$ cat src/verilog/node_defines.svh
// Offsets, field positions and reset values of the node registers.
// Included by the node register module; holds definitions only.
`ifndef NODE_DEFINES_SVH
`define NODE_DEFINES_SVH

`define SETUP_OFFSET      7'h03
`define LEVELS_OFFSET     7'h04

`define GAP_MSB           11
`define GAP_LSB           8
`define BASE_MSB          7
`define BASE_LSB          0

`define LVL_STEP          0
`define LVL_DIR           1
`define LVL_ENC_B         2
`define LVL_ENC_A         3
`define LVL_DRV_DIS       4
`define LVL_ENC_N         5
`define LVL_SERIAL        6
`define LVL_CHOP_A        8
`define LVL_CHOP_B        9
`define LVL_LOAD_A        10
`define LVL_LOAD_B        11
`define LVL_POLARITY      12
`define LVL_REF_RES       13
`define LVL_OUT_OSC       14
`define LVL_ADC_ERR       15
`define REV_MSB           18
`define REV_LSB           16
`define VER_MSB           31
`define VER_LSB           24

`define GAP_RESET         4'h0
`define BASE_RESET        8'h00
`define POLARITY_RESET    1'b1
// Gap code zero gives eight bit times.
`define DELAY_RESET       7'h08

`endif

$ cat src/verilog/node_pkg.sv
// Types shared by the node register module and its bench.
// Assumes nothing of its surroundings.
package node_pkg;
  typedef logic [3:0]  reply_gap_t;
  typedef logic [7:0]  node_addr_t;
  typedef logic [31:0] reg_word_t;
  typedef logic [6:0]  bit_times_t;
endpackage

$ cat src/verilog/uart_node_config_and_pin_status.sv
// Node configuration and input level registers of a serial stepper node.
// Assumes a framing layer that issues one-cycle read and write strobes
// with a register index, all synchronous to ref_clk_in.
//
// How it works
// - Even gap code sets (code+1)*8 bit delay.
// - Base node address stored, readable, reset zero.
// - Effective address is base plus pin offset.
// - Input pin levels read back at bits 5:0.
// - Version byte and die revision read only.
// - Writable polarity bit twelve, resets to one.
// - Bit six shows serial mode pin selection.
// - Bit fifteen flags faulty converter.
// - Bit fourteen flags outside oscillator used.
`timescale 1ns/10ps
`include "node_defines.svh"

module uart_node_config_and_pin_status #(
  parameter int                 ADDR_W         = 7,
  parameter logic [7:0]         DESIGN_VERSION = 8'h5a // Arbitrary value.
) (
  input  wire logic             ref_clk_in,
  input  wire logic             reset_in,
  input  wire logic [ADDR_W-1:0] reg_index_in,
  input  wire logic             reg_write_in,
  input  wire logic             reg_read_in,
  input  wire node_pkg::reg_word_t reg_wdata_in,
  input  wire logic             step_in,
  input  wire logic             dir_in,
  input  wire logic             encoder_b_level_in,
  input  wire logic             encoder_a_level_in,
  input  wire logic             driver_disable_level_in,
  input  wire logic             encoder_index_level_in,
  input  wire logic             single_wire_serial_in,
  input  wire logic             chop_comp_a_in,
  input  wire logic             chop_comp_b_in,
  input  wire logic             load_comparator_a_test_in,
  input  wire logic             load_comparator_b_test_in,
  input  wire logic             reference_resistor_found_in,
  input  wire logic             outside_oscillator_used_in,
  input  wire logic             adc_fault_in,
  input  wire logic [2:0]       die_revision_in,
  input  wire logic             csn_pin_in,
  input  wire logic             sck_pin_in,
  input  wire logic             sdi_pin_in,
  output logic                  reg_rvalid_out,
  output node_pkg::reg_word_t   reg_rdata_out,
  output node_pkg::node_addr_t  node_address_out,
  output node_pkg::bit_times_t  reply_delay_bits_out,
  output logic                  next_address_output_pol_out
);
  import node_pkg::*;

  // ************************************************************
  // Configuration state
  // ************************************************************
  // Written only through the register strobes.
  reply_gap_t reply_gap_code_ff;
  reply_gap_t nxt_reply_gap_code;
  node_addr_t base_node_address_ff;
  node_addr_t nxt_base_node_address;
  logic       polarity_ff;
  logic       nxt_polarity;

  // ************************************************************
  // Read answer state
  // ************************************************************
  // One answer word per read strobe, held until the next read.
  logic       rvalid_ff;
  logic       nxt_rvalid;
  reg_word_t  rdata_ff;
  reg_word_t  nxt_rdata;

  // ************************************************************
  // Derived line values
  // ************************************************************
  // Registered so that the framing layer sees no adder path.
  node_addr_t node_address_ff;
  node_addr_t nxt_node_address;
  bit_times_t delay_bits_ff;
  bit_times_t nxt_delay_bits;

  // ************************************************************
  // Helpers
  // ************************************************************
  reg_word_t  levels_word;
  reg_word_t  setup_word;
  logic [2:0] pin_offset;
  logic       setup_write;
  logic       levels_write;

  // True when a strobe index names the register at the given offset.
  function automatic logic index_hit(input logic [ADDR_W-1:0] idx,
                                     input logic [6:0]        offs);
    index_hit = (idx == offs[ADDR_W-1:0]);
  endfunction

  // Folds a gap code onto its even value and scales it to bit times.
  // An odd code would otherwise give a delay the host never asked for.
  function automatic bit_times_t gap_to_bits(input reply_gap_t code);
    gap_to_bits = {code[3:1], 1'b1, 3'h0};
  endfunction

  // ************************************************************
  // Strobe decode and pin offset
  // ************************************************************
  always_comb begin
    setup_write  = reg_write_in && index_hit(reg_index_in, `SETUP_OFFSET);
    levels_write = reg_write_in && index_hit(reg_index_in, `LEVELS_OFFSET);
    // Offset pins are chip select, clock and serial in, high to low.
    pin_offset   = {csn_pin_in, sck_pin_in, sdi_pin_in};
  end

  // ************************************************************
  // Readback words
  // ************************************************************
  always_comb begin
    setup_word                      = '0;
    setup_word[`GAP_MSB:`GAP_LSB]   = reply_gap_code_ff;
    setup_word[`BASE_MSB:`BASE_LSB] = base_node_address_ff;
  end

  // Pins are taken as synchronous to the clock, so they go straight in.
  always_comb begin
    levels_word                        = '0;
    levels_word[`LVL_STEP]             = step_in;
    levels_word[`LVL_DIR]              = dir_in;
    levels_word[`LVL_ENC_B]            = encoder_b_level_in;
    levels_word[`LVL_ENC_A]            = encoder_a_level_in;
    levels_word[`LVL_DRV_DIS]          = driver_disable_level_in;
    levels_word[`LVL_ENC_N]            = encoder_index_level_in;
    levels_word[`LVL_SERIAL]           = single_wire_serial_in;
    levels_word[`LVL_CHOP_A]           = chop_comp_a_in;
    levels_word[`LVL_CHOP_B]           = chop_comp_b_in;
    levels_word[`LVL_LOAD_A]           = load_comparator_a_test_in;
    levels_word[`LVL_LOAD_B]           = load_comparator_b_test_in;
    levels_word[`LVL_POLARITY]         = polarity_ff;
    levels_word[`LVL_REF_RES]          = reference_resistor_found_in;
    levels_word[`LVL_OUT_OSC]          = outside_oscillator_used_in;
    levels_word[`LVL_ADC_ERR]          = adc_fault_in;
    levels_word[`REV_MSB:`REV_LSB]     = die_revision_in;
    levels_word[`VER_MSB:`VER_LSB]     = DESIGN_VERSION;
  end

  // ************************************************************
  // Configuration registers
  // ************************************************************
  always_comb begin
    nxt_reply_gap_code    = reply_gap_code_ff;
    nxt_base_node_address = base_node_address_ff;
    nxt_polarity          = polarity_ff;
    if (setup_write) begin
      // Bits 31:12 of the setup word are dropped and read back as zero.
      nxt_reply_gap_code    = reg_wdata_in[`GAP_MSB:`GAP_LSB];
      nxt_base_node_address = reg_wdata_in[`BASE_MSB:`BASE_LSB];
    end
    if (levels_write) begin
      // Only the polarity bit of the level word is writable.
      nxt_polarity = reg_wdata_in[`LVL_POLARITY];
    end
  end

  always_ff @(posedge ref_clk_in) begin
    if (reset_in) begin
      reply_gap_code_ff    <= `GAP_RESET;
      base_node_address_ff <= `BASE_RESET;
      polarity_ff          <= `POLARITY_RESET;
    end else begin
      reply_gap_code_ff    <= nxt_reply_gap_code;
      base_node_address_ff <= nxt_base_node_address;
      polarity_ff          <= nxt_polarity;
    end
  end

  // ************************************************************
  // Read answer registers
  // ************************************************************
  always_comb begin
    nxt_rvalid = reg_read_in;
    nxt_rdata  = rdata_ff;
    // A read alongside a write sees the contents before the write.
    if (reg_read_in) begin
      if (index_hit(reg_index_in, `SETUP_OFFSET)) begin
        nxt_rdata = setup_word;
      end else if (index_hit(reg_index_in, `LEVELS_OFFSET)) begin
        nxt_rdata = levels_word;
      end else begin
        // Unmapped indices answer with an all-zero word.
        nxt_rdata = '0;
      end
    end
  end

  always_ff @(posedge ref_clk_in) begin
    if (reset_in) begin
      rvalid_ff <= 1'b0;
      rdata_ff  <= '0;
    end else begin
      rvalid_ff <= nxt_rvalid;
      rdata_ff  <= nxt_rdata;
    end
  end

  // ************************************************************
  // Derived line value registers
  // ************************************************************
  always_comb begin
    // Sum wraps at 8 bits; staying at or below 254 is up to the host.
    nxt_node_address = 8'(base_node_address_ff
                          + {5'h00, pin_offset});
    // Odd codes fold onto the even code below them.
    nxt_delay_bits   = gap_to_bits(reply_gap_code_ff);
  end

  always_ff @(posedge ref_clk_in) begin
    if (reset_in) begin
      node_address_ff <= `BASE_RESET;
      delay_bits_ff   <= `DELAY_RESET;
    end else begin
      node_address_ff <= nxt_node_address;
      delay_bits_ff   <= nxt_delay_bits;
    end
  end

  // ************************************************************
  // Outputs
  // ************************************************************
  // Every output is a plain copy of a flip-flop.
  assign reg_rvalid_out              = rvalid_ff;
  assign reg_rdata_out               = rdata_ff;
  assign node_address_out            = node_address_ff;
  assign reply_delay_bits_out        = delay_bits_ff;
  assign next_address_output_pol_out = polarity_ff;

endmodule
$ cat config.mk
export PLATFORM = sky130hd
export DESIGN_NAME = uart_node_config_and_pin_status
export DESIGN_NICKNAME = d
export VERILOG_FILES = /design/src/verilog/node_pkg.sv /design/src/verilog/uart_node_config_and_pin_status.sv
export VERILOG_INCLUDE_DIRS = /design/src /design/src/verilog
export SDC_FILE = /design/constraint.sdc
export NUM_CORES = 1
export LEC_CHECK = 0
export BUFFER_PORTS_ARGS = -buffer_cell sky130_fd_sc_hd__clkbuf_2
export CORE_AREA = 2 2 77 79
export DETAILED_ROUTE_END_ITERATION = 6
export DIE_AREA = 0 0 79 81
export PLACE_DENSITY_LB_ADDON = 0.08
export RECOVER_POWER = 100
export SLEW_MARGIN = 20
export SYNTH_ARGS = -nofsm -noshare
export SYNTH_HDL_FRONTEND = slang
export SYNTH_SLANG_ARGS = --single-unit
$ cat constraint.sdc
create_clock -name ref_clk_in -period 5.25 [get_ports ref_clk_in]
set_input_delay 0.2625 -clock ref_clk_in [delete_from_list [all_inputs] [get_ports ref_clk_in]]
set_output_delay 0.2625 -clock ref_clk_in [all_outputs]
set_load 0.005 [all_outputs]
==> flow_summary.json <==
{
  "clock_sinks": 45,
  "cts_buffer_depth": 2,
  "arrival_ns": 2.70,
  "finalPower_mw": 0.594,
  "yosysTopAreaCell": "dfxtp_1",
  "synth_top_area_share": 0.487,
  "top_layer": "met4",
  "cts_setup_buffers": 0,
  "r2r_start": "base_node_address_ff[0]$_SDFFE_PP0P_",
  "seq_power_share": 0.579,
  "rows": 28,
  "p_sw_frac": 0.237,
  "maxSlewHeadroom": 0.146,
  "leakagePower_nw": 1.12,
  "place.gp.congestion": 0.713,
  "synthCells": 191,
  "cts_tree": "yes",
  "areaGrowthSynthToFinish_pct": 22.1,
  "first_pass_iters": 4,
  "finalHoldViolCount": 0,
  "internal-power_mw": 0.453,
  "cts_max_level": 2,
  "grt_pass1_vias": 1448,
  "post_cts_resized": 0,
  "clock_latency_ns": 0.29,
  "wl_met2_um": 1890,
  "synth_edf_count": 0,
  "drt-wirelength-per-cell_um": 12.1,
  "fin_nets": 332,
  "hold_path_depth": 2,
  "seqCellArea_um2": 901,
  "timing.fmax_ghz": 0.407,
  "drive_above_1_share": 0.267,
  "required_ns": 5.49,
  "min_from": "die_revision_in[0]",
  "cp-startpoint": "reset_in",
  "ys_ff_latch": 45,
  "drtIter0Drc": 68,
  "p_clk_frac": 0.363,
  "vias_per_cell": 4.39,
  "yosysSeqAreaShare": 0.487,
  "run_status": "finished, final reports clean",
  "postSynth.asyncResetShare": 0,
  "grt_pass1_wl_um": 6790,
  "synth_area_leaders": "dfxtp_1 (49%), mux2i_1 (7.0%), buf_4 (6.5%)",
  "dpl.cell_count": 332,
  "yosysMostFrequentCell": "dfxtp_1",
  "reg2reg_slack_ns": 3.52,
  "start_util": 0.326,
  "r2r_cells": 7,
  "num_antenna_cells": 0,
  "whs_ns": 0.171,
  "num_io_pins": 112,
  "fp.coreArea_mm2": 0.00568,
  "die_w_um": 79,
  "antenna_found_initial": 0,
  "grt-ovfl-total": 0,
  "detail-route-antenna-nets": 0,
  "switching_power_mw": 0.141,
  "combPwrFrac": 0.058,
  "syn-cell-area_mm2": 0.00185,
  "crit_path_end_kind": "flop",
  "setup-tns-final_ns": 0,
  "die_h_um": 81,
  "hpwl_um": 3030,
  "root_buffer": "clkbuf_8",
  "yosysWarnings": 0,
  "hp-class": "in -> reg",
  "wl_met3_um": 316,
  "cts_made_buffers": 5,
  "synth_commonest_cells": "dfxtp_1 (45), nand2_1 (25), nor2_1 (21)",
  "setup_slack_ns": 2.80,
  "multi_input_area_um2": 766,
  "netlist-cell-type-count": 31,
  "syn_area_per_cell_um2": 9.69,
  "synth-main-ff-cell": "dfxtp_1",
  "die-area_mm2": 0.00640,
  "vdd_drop_max_mv": 0.130,
  "num_vias": 1497,
  "period_share": 0.468,
  "routed_wl_um": 4120,
  "met1Wirelength_um": 1870,
  "path_clk_slew_ns": 0.09,
  "path_class": "in -> reg",
  "rsz0062_at_grt": "no",
  "track_usage": 0.137,
  "maxCapViolations": 0,
  "num-fill-cells": 638,
  "power_density_mw_per_mm2": 263,
  "setup_viol": 0,
  "r2r_end": "node_address_out[6]$_SDFF_PP0_",
  "layoutNonFillerInstCount": 341,
  "worstPathMaxFanout": 29,
  "min_to": "reg_rdata_out[16]$_SDFFE_PP0P_",
  "final_max_slew_viol_count": 0,
  "port-buffer-count": 79,
  "grt_max_degree": 30,
  "tightest_slew_ns": 1.28,
  "drc": 0,
  "skew_ns": 0.00393,
  "min_period_ns": 2.45,
  "start_kind": "primary input",
  "ctsHoldBuffers": 0,
  "place_ws_ns": 3.08
}
[logic make-up (layout without fill, tap and decap cells)]
| family | after synthesis | count (layout) | share of synthesized area |
|---|---|---|---|
| and+or+nand+nor | 65 | 65 | 0.168 |
| DFF | 45 | 45 | 0.487 |
| buffers and inverters | 31 | 95 | 0.113 |
| AOI/OAI and AO/OA | 26 | 26 | 0.103 |
| muxes | 13 | 13 | 0.0703 |
| xor gates and xnor gates | 5 | 5 | 0.0237 |
| adders and majority gates | 4 | 4 | 0.0311 |
| other | 2 | 13 | 0.00406 |
[registers in the layout, indices dropped and copies added (netlist names)]
signal                       count
reg_rdata_out                   20
reg_rvalid_out                   1
reply_gap_code_ff                4
base_node_address_ff             8
node_address_out                 8
reply_delay_bits_out             3
next_address_output_pol_out      1
[layout by cell type (no fill, tap or decap)]
cell type	count
a211oi_1	1
a21oi_1	4
a22o_1	7
a22oi_1	11
a31oi_1	1
buf_1	1
buf_4	2
clkbuf_1	19
clkbuf_2	60
clkbuf_8	5
clkinv_2	1
clkinvlp_4	1
conb_1	13
dfxtp_1	45
fa_1	1
ha_1	3
inv_1	5
inv_6	1
mux2i_1	13
nand2_1	25
nand2b_1	3
nand3_1	2
nand4_1	1
nor2_1	21
nor2b_1	6
nor3_1	3
nor4_1	1
nor4_2	1
o2111ai_1	1
o21ai_0	1
or4_1	2
xnor2_1	3
xor2_1	2
[power by group through the flow]
stage                     combinational, mW  sequential [mW]  clock (mW)
after global routing                 0.0396            0.344       0.246
final                                0.0343            0.344       0.216
after detailed placement             0.0367            0.352           0
after CTS                            0.0369            0.344       0.227
after global placement               0.0363            0.352           0
after floorplan                      0.0206            0.352           0
[worst max-delay path by stage]
| stage | end | slack [ns] | cells past startpoint |
|---|---|---|---|
| after floorplan | base_node_address_ff[3]$_SDFFE_PP0P_ | 3.29 | 7 |
| after global placement | reg_rdata_out[6]$_SDFFE_PP0P_ | 3.07 | 5 |
| after detailed placement | reg_rdata_out[9]$_SDFFE_PP0P_ | 3.08 | 5 |
| after CTS | reg_rdata_out[5]$_SDFFE_PP0P_ | 3.39 | 5 |
| after global routing | reg_rdata_out[4]$_SDFFE_PP0P_ | 2.41 | 6 |
| final | reg_rdata_out[5]$_SDFFE_PP0P_ | 2.80 | 6 |
[metal layers]
layer,vias to the layer above,track usage
met5,-,0
met4,0,0.0414
met3,5,0.0511
met2,46,0.222
met1,686,0.171
li1,760,-
[cell type report]
class | instances | area share
clock buffers | 5 | 0.0305
well taps | 75 | 0.0415
multi-input cells | 126 | 0.339
clock inverters | 3 | 0.00941
inverters | 5 | 0.00831
repair buffers | 82 | 0.173
flip-flops and latches | 45 | 0.399
[critical path: stages]
cell	delay (ns)
clkbuf_1	0.50
nand2b_1	0.40
nor4_1	0.71
clkbuf_1	0.59
a22oi_1	0.14
nand2_1	0.09
[metrics by stage]
stage,util,area [um^2]
after detailed placement,0.390,2210
after CTS,0.406,2300
final,0.398,2260
after global placement,0.390,2210
after floorplan,-,1890
after global routing,0.398,2260
(Power assumes the default switching activity.)
